===== src/rtl/tks_pkg.sv =====
package tks_pkg;

  localparam logic [7:0] ADDR_KEY_LOW = 8'h03;
  localparam logic [7:0] ADDR_KEY_HIGH = 8'h04;
  localparam logic [7:0] ADDR_SLIDER = 8'h05;
  localparam logic [7:0] ADDR_PINS = 8'h06;
  localparam logic [7:0] ADDR_SUBREV = 8'h07;
  localparam logic [7:0] ADDR_RECAL = 8'h0A;
  localparam logic [7:0] ADDR_RESET = 8'h0B;
  localparam logic [7:0] ADDR_SLEEP = 8'h0C;
  localparam logic [7:0] ADDR_BURST = 8'h0D;
  localparam logic [7:0] ADDR_FALL = 8'h0F;
  localparam logic [7:0] ADDR_RISE = 8'h10;
  localparam logic [7:0] ADDR_INTEG = 8'h11;

  localparam logic [7:0] RST_SLEEP = 8'h01;
  localparam logic [5:0] RST_BURST = 6'h01;
  localparam logic [6:0] RST_FALL = 7'h14;
  localparam logic [6:0] RST_RISE = 7'h05;
  localparam logic [4:0] RST_INTEG = 5'h03;

  localparam int PIN_LSB = 2;
  localparam int HYST_COUNTS = 2;

  localparam int CLK_HZ = 40_000_000;
  localparam int CYCLE_MS = 16;
  localparam int CYCLE_CLKS = CLK_HZ / 1000 * CYCLE_MS;
  localparam int DRIFT_STEP_MS = 160;
  localparam int DRIFT_STEP_CLKS = CLK_HZ / 1000 * DRIFT_STEP_MS;

  typedef enum logic [1:0] {
    TKS_RUN = 2'b00,
    TKS_QUIESCE = 2'b01,
    TKS_RESTART = 2'b11
  } tks_state_t;

  typedef struct packed {
    logic valid;
    logic write;
    logic [7:0] addr;
    logic [7:0] wdata;
  } tks_req_t;

  typedef struct packed {
    logic [15:0] signal;
    logic [15:0] threshold;
  } tks_meas_t;

endpackage : tks_pkg


===== src/rtl/tks_core.sv =====
`timescale 1ns/1ps

module tks_core
  import tks_pkg::*;
#(
  parameter int CYCLE_COUNT = CYCLE_CLKS,
  parameter int DRIFT_COUNT = DRIFT_STEP_CLKS,
  parameter logic [7:0] SUBREV = 8'h00 // Arbitrary value; replace per build
) (
  input wire logic ref_clk_i,
  input wire logic nrst_i,
  input wire logic clk_en_i,
  input wire tks_req_t req_i,
  input wire tks_meas_t meas_i [16],
  input wire logic [15:0] key_enable_i,
  input wire logic [7:0] slider_pos_i,
  input wire logic slider_valid_i,
  input wire logic [2:0] pin_level_i,
  input wire logic [2:0] pin_is_output_i,
  output logic [7:0] rdata_o,
  output logic ack_o,
  output logic alert_n_o,
  output logic acquire_o,
  output logic [5:0] burst_repeat_o,
  output logic [15:0] recal_keys_o,
  output logic [15:0] ref_level_o [16]
);

  // Zero byte that command writes are compared against
  localparam logic [7:0] ZERO8 = 8'h00;

  logic [1:0] rsync_q;
  logic rst_n;

  always_ff @(posedge ref_clk_i or negedge nrst_i) begin
    if (!nrst_i) begin
      rsync_q <= 2'b00;
    end else begin
      rsync_q <= {rsync_q[0], 1'b1};
    end
  end
  assign rst_n = rsync_q[1];

  function automatic logic [15:0] sat_step(input logic [15:0] v, input logic up);
    if (up) begin
      sat_step = (v == 16'hFFFF) ? v : v + 16'h0001;
    end else begin
      sat_step = (v == 16'h0000) ? v : v - 16'h0001;
    end
  endfunction : sat_step

  // Settings
  logic [7:0] sleep_q, sleep_d;
  logic [5:0] burst_q, burst_d;
  logic [6:0] fall_q, fall_d;
  logic [6:0] rise_q, rise_d;
  logic [4:0] integ_q, integ_d;
  logic [7:0] recal_reg_q, recal_reg_d;
  logic [7:0] reset_reg_q, reset_reg_d;
  logic recal_pend_q, recal_pend_d;

  // Sequencer
  tks_state_t state_q, state_d;
  logic [31:0] tick_q, tick_d;
  logic [7:0] sleep_cnt_q, sleep_cnt_d;
  logic [31:0] drift_tmr_q, drift_tmr_d;
  logic [6:0] fall_cnt_q, fall_cnt_d;
  logic [6:0] rise_cnt_q, rise_cnt_d;
  logic acq;
  logic soft_rst;

  // Status
  logic [15:0] keys_q, keys_d;
  logic [7:0] slider_q, slider_d;
  logic [7:0] pins_q, pins_d;
  logic [3:0] dirty_q, dirty_d;
  logic [4:0] dicnt_q [16];
  logic [4:0] dicnt_d [16];
  logic [15:0] ref_q [16];
  logic [15:0] ref_d [16];
  logic [15:0] recal_keys_d;
  logic fall_step, rise_step;

  logic wr, rd;
  assign wr = req_i.valid && req_i.write && (state_q == TKS_RUN);
  assign rd = req_i.valid && !req_i.write && (state_q == TKS_RUN);

  // Register writes
  always_comb begin
    sleep_d = sleep_q;
    burst_d = burst_q;
    fall_d = fall_q;
    rise_d = rise_q;
    integ_d = integ_q;
    recal_reg_d = recal_reg_q;
    reset_reg_d = reset_reg_q;
    recal_pend_d = 1'b0;
    if (wr) begin
      if (req_i.addr == ADDR_RECAL) begin
        recal_reg_d = req_i.wdata;
        recal_pend_d = (req_i.wdata != ZERO8);
      end else if (req_i.addr == ADDR_RESET) begin
        reset_reg_d = req_i.wdata;
      end else if (req_i.addr == ADDR_SLEEP) begin
        sleep_d = req_i.wdata;
      end else if (req_i.addr == ADDR_BURST) begin
        burst_d = req_i.wdata[5:0];
      end else if (req_i.addr == ADDR_FALL) begin
        fall_d = req_i.wdata[6:0];
      end else if (req_i.addr == ADDR_RISE) begin
        rise_d = req_i.wdata[6:0];
      end else if (req_i.addr == ADDR_INTEG) begin
        integ_d = req_i.wdata[4:0];
      end
      // Status and sub-revision addresses take no write.
    end
  end

  always_ff @(posedge ref_clk_i or negedge rst_n) begin
    if (!rst_n) begin
      sleep_q <= RST_SLEEP;
      burst_q <= RST_BURST;
      fall_q <= RST_FALL;
      rise_q <= RST_RISE;
      integ_q <= RST_INTEG;
      recal_reg_q <= 8'h00;
      reset_reg_q <= 8'h00;
      recal_pend_q <= 1'b0;
    end else if (soft_rst) begin
      sleep_q <= RST_SLEEP;
      burst_q <= RST_BURST;
      fall_q <= RST_FALL;
      rise_q <= RST_RISE;
      integ_q <= RST_INTEG;
      recal_reg_q <= 8'h00;
      reset_reg_q <= 8'h00;
      recal_pend_q <= 1'b0;
    end else if (clk_en_i) begin
      sleep_q <= sleep_d;
      burst_q <= burst_d;
      fall_q <= fall_d;
      rise_q <= rise_d;
      integ_q <= integ_d;
      recal_reg_q <= recal_reg_d;
      reset_reg_q <= reset_reg_d;
      recal_pend_q <= recal_pend_d;
    end
  end

  // Cycle timing and reset sequencing
  always_comb begin
    state_d = state_q;
    tick_d = tick_q + 32'd1;
    sleep_cnt_d = sleep_cnt_q;
    acq = 1'b0;
    soft_rst = 1'b0;
    if (tick_q >= 32'(CYCLE_COUNT - 1)) begin
      tick_d = 32'd0;
    end
    case (state_q)
      TKS_RUN: begin
        if (wr && req_i.addr == ADDR_RESET && req_i.wdata != ZERO8) begin
          state_d = TKS_QUIESCE;
          tick_d = 32'd0;
        end else if (tick_q >= 32'(CYCLE_COUNT - 1) && sleep_q != 8'h00) begin
          // One cycle boundary per 16 ms; acquire after sleep_q boundaries.
          if (sleep_cnt_q >= sleep_q - 8'h01) begin
            sleep_cnt_d = 8'h00;
            acq = 1'b1;
          end else begin
            sleep_cnt_d = sleep_cnt_q + 8'h01;
          end
        end
      end
      TKS_QUIESCE: begin
        // Acks and alert already withdrawn; wait one more cycle.
        if (tick_q >= 32'(CYCLE_COUNT - 1)) begin
          state_d = TKS_RESTART;
        end
      end
      TKS_RESTART: begin
        // Gated so a frozen clock enable cannot repeat the restore
        soft_rst = clk_en_i;
        state_d = TKS_RUN;
        tick_d = 32'd0;
        sleep_cnt_d = 8'h00;
      end
      default: begin
        state_d = TKS_RUN;
      end
    endcase
  end

  always_ff @(posedge ref_clk_i or negedge rst_n) begin
    if (!rst_n) begin
      state_q <= TKS_RUN;
      tick_q <= 32'd0;
      sleep_cnt_q <= 8'h00;
    end else if (clk_en_i) begin
      state_q <= state_d;
      tick_q <= tick_d;
      sleep_cnt_q <= sleep_cnt_d;
    end
  end

  // Drift rate prescalers; rates count in 0.16 s steps.
  always_comb begin
    drift_tmr_d = drift_tmr_q + 32'd1;
    fall_cnt_d = fall_cnt_q;
    rise_cnt_d = rise_cnt_q;
    fall_step = 1'b0;
    rise_step = 1'b0;
    if (drift_tmr_q >= 32'(DRIFT_COUNT - 1)) begin
      drift_tmr_d = 32'd0;
      // A count of zero is a pending step; it holds until taken
      if (fall_cnt_q != 7'h00) begin
        fall_cnt_d = (fall_cnt_q >= fall_q - 7'h01) ? 7'h00 : fall_cnt_q + 7'h01;
      end
      if (rise_cnt_q != 7'h00) begin
        rise_cnt_d = (rise_cnt_q >= rise_q - 7'h01) ? 7'h00 : rise_cnt_q + 7'h01;
      end
    end
    // A step is latched until the next acquisition consumes it.
    fall_step = (fall_q != 7'h00) && (fall_cnt_q == 7'h00);
    rise_step = (rise_q != 7'h00) && (rise_cnt_q == 7'h00);
  end

  always_ff @(posedge ref_clk_i or negedge rst_n) begin
    if (!rst_n) begin
      drift_tmr_q <= 32'd0;
      fall_cnt_q <= 7'h00;
      rise_cnt_q <= 7'h00;
    end else if (clk_en_i) begin
      drift_tmr_q <= drift_tmr_d;
      fall_cnt_q <= (acq && fall_step) ? 7'h01 : fall_cnt_d;
      rise_cnt_q <= (acq && rise_step) ? 7'h01 : rise_cnt_d;
    end
  end

  // Detection, drift and status bytes
  always_comb begin
    keys_d = keys_q;
    slider_d = slider_q;
    pins_d = pins_q;
    dirty_d = dirty_q;
    recal_keys_d = 16'h0000;
    for (int k = 0; k < 16; k++) begin
      dicnt_d[k] = dicnt_q[k];
      ref_d[k] = ref_q[k];
    end
    if (recal_pend_q) begin
      for (int k = 0; k < 16; k++) begin
        if (key_enable_i[k]) begin
          ref_d[k] = meas_i[k].signal;
          dicnt_d[k] = 5'h00;
          keys_d[k] = 1'b0;
          recal_keys_d[k] = 1'b1;
        end
      end
    end else if (acq) begin
      for (int k = 0; k < 16; k++) begin
        if (!key_enable_i[k]) begin
          keys_d[k] = 1'b0;
          dicnt_d[k] = 5'h00;
        end else if (!keys_q[k]) begin
          if (meas_i[k].signal + meas_i[k].threshold <= ref_q[k]) begin
            if (dicnt_q[k] >= integ_q) begin
              keys_d[k] = 1'b1;
            end else begin
              dicnt_d[k] = dicnt_q[k] + 5'h01;
            end
          end else begin
            dicnt_d[k] = 5'h00;
            // Threshold is relative to ref, so it moves with it.
            if (meas_i[k].signal > ref_q[k] && rise_step) begin
              ref_d[k] = sat_step(ref_q[k], 1'b1);
            end else if (meas_i[k].signal < ref_q[k] && fall_step) begin
              ref_d[k] = sat_step(ref_q[k], 1'b0);
            end
          end
        end else if (meas_i[k].signal + meas_i[k].threshold
                     > ref_q[k] + 16'(HYST_COUNTS)) begin
          keys_d[k] = 1'b0;
          dicnt_d[k] = 5'h00;
        end
      end
      if (slider_valid_i) begin
        slider_d = slider_pos_i;
      end
      pins_d = 8'h00;
      pins_d[PIN_LSB +: 3] = pin_level_i & ~pin_is_output_i;
    end
    dirty_d[0] = dirty_q[0] | (keys_d[7:0] != keys_q[7:0]);
    dirty_d[1] = dirty_q[1] | (keys_d[15:8] != keys_q[15:8]);
    dirty_d[2] = dirty_q[2] | (slider_d != slider_q);
    dirty_d[3] = dirty_q[3] | (pins_d != pins_q);
    // A read clears only if no fresh change lands the same cycle.
    if (rd) begin
      if (req_i.addr == ADDR_KEY_LOW && keys_d[7:0] == keys_q[7:0]) begin
        dirty_d[0] = 1'b0;
      end else if (req_i.addr == ADDR_KEY_HIGH && keys_d[15:8] == keys_q[15:8]) begin
        dirty_d[1] = 1'b0;
      end else if (req_i.addr == ADDR_SLIDER && slider_d == slider_q) begin
        dirty_d[2] = 1'b0;
      end else if (req_i.addr == ADDR_PINS && pins_d == pins_q) begin
        dirty_d[3] = 1'b0;
      end
    end
  end

  always_ff @(posedge ref_clk_i or negedge rst_n) begin
    if (!rst_n) begin
      keys_q <= 16'h0000;
      slider_q <= 8'h00;
      pins_q <= 8'h00;
      dirty_q <= 4'h0;
      recal_keys_o <= 16'h0000;
      for (int k = 0; k < 16; k++) begin
        dicnt_q[k] <= 5'h00;
        ref_q[k] <= 16'h0000;
      end
    end else if (soft_rst) begin
      keys_q <= 16'h0000;
      slider_q <= 8'h00;
      pins_q <= 8'h00;
      dirty_q <= 4'h0;
      recal_keys_o <= 16'hFFFF;
      for (int k = 0; k < 16; k++) begin
        dicnt_q[k] <= 5'h00;
        ref_q[k] <= meas_i[k].signal;
      end
    end else if (clk_en_i) begin
      keys_q <= keys_d;
      slider_q <= slider_d;
      pins_q <= pins_d;
      dirty_q <= dirty_d;
      recal_keys_o <= recal_keys_d;
      for (int k = 0; k < 16; k++) begin
        dicnt_q[k] <= dicnt_d[k];
        ref_q[k] <= ref_d[k];
      end
    end
  end

  // Read port and outputs
  logic [7:0] rdata_d;
  always_comb begin
    if (req_i.addr == ADDR_KEY_LOW) begin
      rdata_d = keys_q[7:0];
    end else if (req_i.addr == ADDR_KEY_HIGH) begin
      rdata_d = keys_q[15:8];
    end else if (req_i.addr == ADDR_SLIDER) begin
      rdata_d = slider_q;
    end else if (req_i.addr == ADDR_PINS) begin
      rdata_d = pins_q;
    end else if (req_i.addr == ADDR_SUBREV) begin
      rdata_d = SUBREV;
    end else if (req_i.addr == ADDR_RECAL) begin
      rdata_d = recal_reg_q;
    end else if (req_i.addr == ADDR_RESET) begin
      rdata_d = reset_reg_q;
    end else if (req_i.addr == ADDR_SLEEP) begin
      rdata_d = sleep_q;
    end else if (req_i.addr == ADDR_BURST) begin
      rdata_d = {2'b00, burst_q};
    end else if (req_i.addr == ADDR_FALL) begin
      rdata_d = {1'b0, fall_q};
    end else if (req_i.addr == ADDR_RISE) begin
      rdata_d = {1'b0, rise_q};
    end else if (req_i.addr == ADDR_INTEG) begin
      rdata_d = {3'b000, integ_q};
    end else begin
      rdata_d = 8'h00;
    end
  end

  always_ff @(posedge ref_clk_i or negedge rst_n) begin
    if (!rst_n) begin
      rdata_o <= 8'h00;
      ack_o <= 1'b0;
      alert_n_o <= 1'b1;
      acquire_o <= 1'b0;
      burst_repeat_o <= RST_BURST;
      for (int k = 0; k < 16; k++) begin
        ref_level_o[k] <= 16'h0000;
      end
    end else if (clk_en_i) begin
      rdata_o <= rd ? rdata_d : 8'h00;
      ack_o <= req_i.valid && (state_d == TKS_RUN) && (state_q == TKS_RUN);
      // Stale change flags must not raise the alert on the restore cycle
      alert_n_o <= !((|dirty_d) && state_d == TKS_RUN && !soft_rst);
      acquire_o <= acq;
      burst_repeat_o <= burst_q;
      for (int k = 0; k < 16; k++) begin
        ref_level_o[k] <= ref_d[k];
      end
    end
  end

endmodule : tks_core


===== config.mk =====
export PLATFORM = sky130hd
export DESIGN_NAME = tks_core
export DESIGN_NICKNAME = d
export VERILOG_FILES = /design/src/rtl/tks_pkg.sv /design/src/rtl/tks_core.sv
export SDC_FILE = /design/constraint.sdc
export NUM_CORES = 2
export LEC_CHECK = 0
export BUFFER_PORTS_ARGS = -buffer_cell sky130_fd_sc_hd__buf_2
export CORE_ASPECT_RATIO = 0.7
export CORE_MARGIN = 10
export CORE_UTILIZATION = 30
export DETAILED_ROUTE_END_ITERATION = 10
export PLACE_DENSITY = 0.43
export SYNTH_ARGS = -nofsm -noshare
export SYNTH_HDL_FRONTEND = slang
export SYNTH_SLANG_ARGS = --single-unit

===== constraint.sdc =====
create_clock -name ref_clk_i -period 29.5 [get_ports ref_clk_i]
set_input_delay 2.95 -clock ref_clk_i [delete_from_list [all_inputs] [get_ports ref_clk_i]]
set_output_delay 2.95 -clock ref_clk_i [all_outputs]
set_load 0.005 [all_outputs]

==> results.ini <==
[status]
status=complete, no violations

[timing]
slew_headroom_pct=12.6
whs_ns=0.283
maxClockFrequency_mhz=110
setup-tns-final_ns=0
setup_viol=0
setup_ws_ns=20.40
tightest_slew_ns=1.30
fin_crit_ns=9.10
hold_violations=0
final_max_slew_viol_count=0
rsz0062_at_grt=no
skew_ns=0.0521
period_share_pct=30.9

[worst_setup_path]
cp_max_fo=3
critical_path_class=in2reg
critPathLaunchType=input port
end_kind=register
arrival_ns=9.75
required_ns=30.15

[cts]
cts_setup_buffers=0
htreeDepth=3
worst_skew_pair.late_latency_ns=0.78
root_buffer=clkbuf_16
cts_sinks=801
cts_buffers=108
clk_path_buf_depth=3
post_cts_resized=0
clk_pin_slew_ns=0.06
cts_tree=yes
cts_hold_buf=0

[drt]
drt-pass1-iter-count=8
dr.first_iter.drc_count=9004
ant_nets=0
routedWlPerCell_um=27.8
vias=89100
avgViaCountPerCell=5.82
drc=0
drt_wl_total_um=426000

[final_layout]
layout-drive-gt1-share_pct=12.2
nFillCells=30100
instances_no_fill=15300
syn_to_final_growth_pct=13.9
num-nets-final=13200
design_area_sq_um=98100
final_util_pct=34.4

[placed_design]
io_buffers=852
post-place-ws_ns=19.46
placed_cell_area_sq_um=94300
place_hpwl_um=328000
gp_congestion=0.941
placed_cells=15100

[synthesis]
synth_warnings=0
yosysUniqueCellTypes=94
ys_ff_latch=801
seq_area_frac_synth_pct=23.3
synth.area.top_cells=dfrtp_1 23%, ha_1 18%, xnor2_1 4.8%, nand2_1 4.7%, a21oi_1 4.4%
yosys.area.top_type=dfrtp_1
synth.avg_cell_area_sq_um=7.97
synth_common_cells=1207 x ha_1, 1072 x nand2_1, 833 x nor2_1
synth_edf_count=0
yosysTopAreaCellShare_pct=23.0
syn_area_sq_um=86100
synth_cells=10800
ys.flop_type=dfrtp_1
yosys.cell_count.top_type=ha_1
synth_fp_nets=12600
async_flop_share_pct=100

[die]
fp.coreArea_sq_um=285000
start_util_pct=30.2
die_y_um=468
io_pins=853
die-area_sq_um=309000
rows=164
die_w_um=660

[power_and_ir_drop]
p_total_mw=7.40
peakVddDrop_v=0.0000515
powerDensity_nw_per_um2=75.4
p_leak_nw=43.2

[grt]
antenna_found_initial=71
grt_usage_pct=26.2
grt_first_pass_wirelength_um=611000
grt_start_max_net_pins=178
first_global_vias=84700
grt_overflow=0

[flow_run]
cap_violations=0

[hold_path]
hold_path_class=reg2async

==> layout make-up <==
| class | instances | area [sq um] | share of cell area, % |
|---|---|---|---|
| well taps | 3818 | 4780 | 4.87 |
| diodes | 30 | 75.1 | 0.0766 |
| clock buffers | 155 | 3100 | 3.16 |
| inverters | 601 | 2270 | 2.32 |
| repair buffers | 976 | 5280 | 5.38 |
| flip-flops and latches | 801 | 20100 | 20.5 |
| multi-input cells | 8882 | 61900 | 63.2 |
| clock inverters | 41 | 536 | 0.546 |
==> where the power goes <==
group,internal (mW),switching [mW]
combinational,1.50,2.51
sequential,1.42,0.558
clock,0.800,0.610
==> per-layer routing <==
metal	share of wire, %	global-route usage (%)
met5	0.026	0
met4	3.9	8.76
met3	6.7	4.03
met2	42	38.7
met1	48	38.3
==> cells by family after synthesis <==
logic type	share of synthesized area, %
AND/OR/NAND/NOR	21.3
buffers and inverters	4.94
other	0.00435
multiplexers	3.00
XOR/XNOR	5.73
AO/OA/AOI/OAI	23.8
flip-flops	23.3
adder cells (fa/ha/maj)	17.9
==> layout by cell type, fill, tap and decap left out, types with 82 or more instances in the layout <==
cell / count
inv_1: 577
nor4_1: 117
nor2b_1: 98
a221o_1: 84
mux2_2: 96
a21oi_1: 755
nor2_1: 826
a21o_1: 186
o31ai_1: 96
and3_1: 150
buf_2: 851
nand2b_1: 83
nor3_1: 278
xnor2_1: 473
dfrtp_1: 789
buf_4: 118
o211ai_1: 174
ha_1: 1206
o21ai_0: 667
nand3_1: 485
a22oi_1: 94
o21a_1: 82
mux2i_1: 150
nand4_1: 283
a31oi_1: 108
xor2_1: 90
clkbuf_16: 108
nand2_1: 1067
==> flip-flops by register name, indices dropped and copies added, names as in the netlist, 16 cells and up <==
name,flops
drift_tmr_q,32
ref_level_o,256
keys_q,16
tick_q,32
ref_q,256
dicnt_q,80
recal_keys_o,16
==> worst max-delay path, stage by stage <==
cell and delay, ns:
buf_2 0.19, ha_1 0.25, a21o_1 0.16, a21oi_1 0.39
o21ai_0 0.18, a21oi_1 0.34, o21a_1 0.19, o21ai_0 0.17
o41ai_1 0.82, o2111ai_1 0.28, a21oi_1 0.23, xnor2_1 0.21
ha_1 0.31, nand4_1 0.13, nor2_1 0.06, a2111oi_0 0.41
o211ai_1 0.20, and3_1 0.34, a2111o_1 0.43, o31ai_1 0.80
o211ai_1 0.26, o41ai_1 0.42
==> path summary, 6_finish.rpt <==
path / cells after the start / slack (ns) / from / to
worst max-delay path: 22 / 20.40 / meas_i[256] / alert_n_o$_DFFE_PN1P_
worst min register to register: 0 / 0.28 / rsync_q[1]$_DFF_PN0_ / ref_q[40]$_DFFE_PN0P_
worst max register to register: 17 / 23.15 / ref_q[67]$_DFFE_PN0P_ / dirty_q[1]$_DFFE_PN0P_
min in group ref_clk_i: 0 / 0.35 / rsync_q[0]$_DFF_PN0_ / rsync_q[1]$_DFF_PN0_
max in group asynchronous: 4 / 25.55 / rsync_q[1]$_DFF_PN0_ / fall_cnt_q[5]$_DFFE_PN0P_
worst min-delay path: 0 / 0.28 / rsync_q[1]$_DFF_PN0_ / ref_q[40]$_DFFE_PN0P_
No activity file was read; power rests on OpenSTA's default activity.
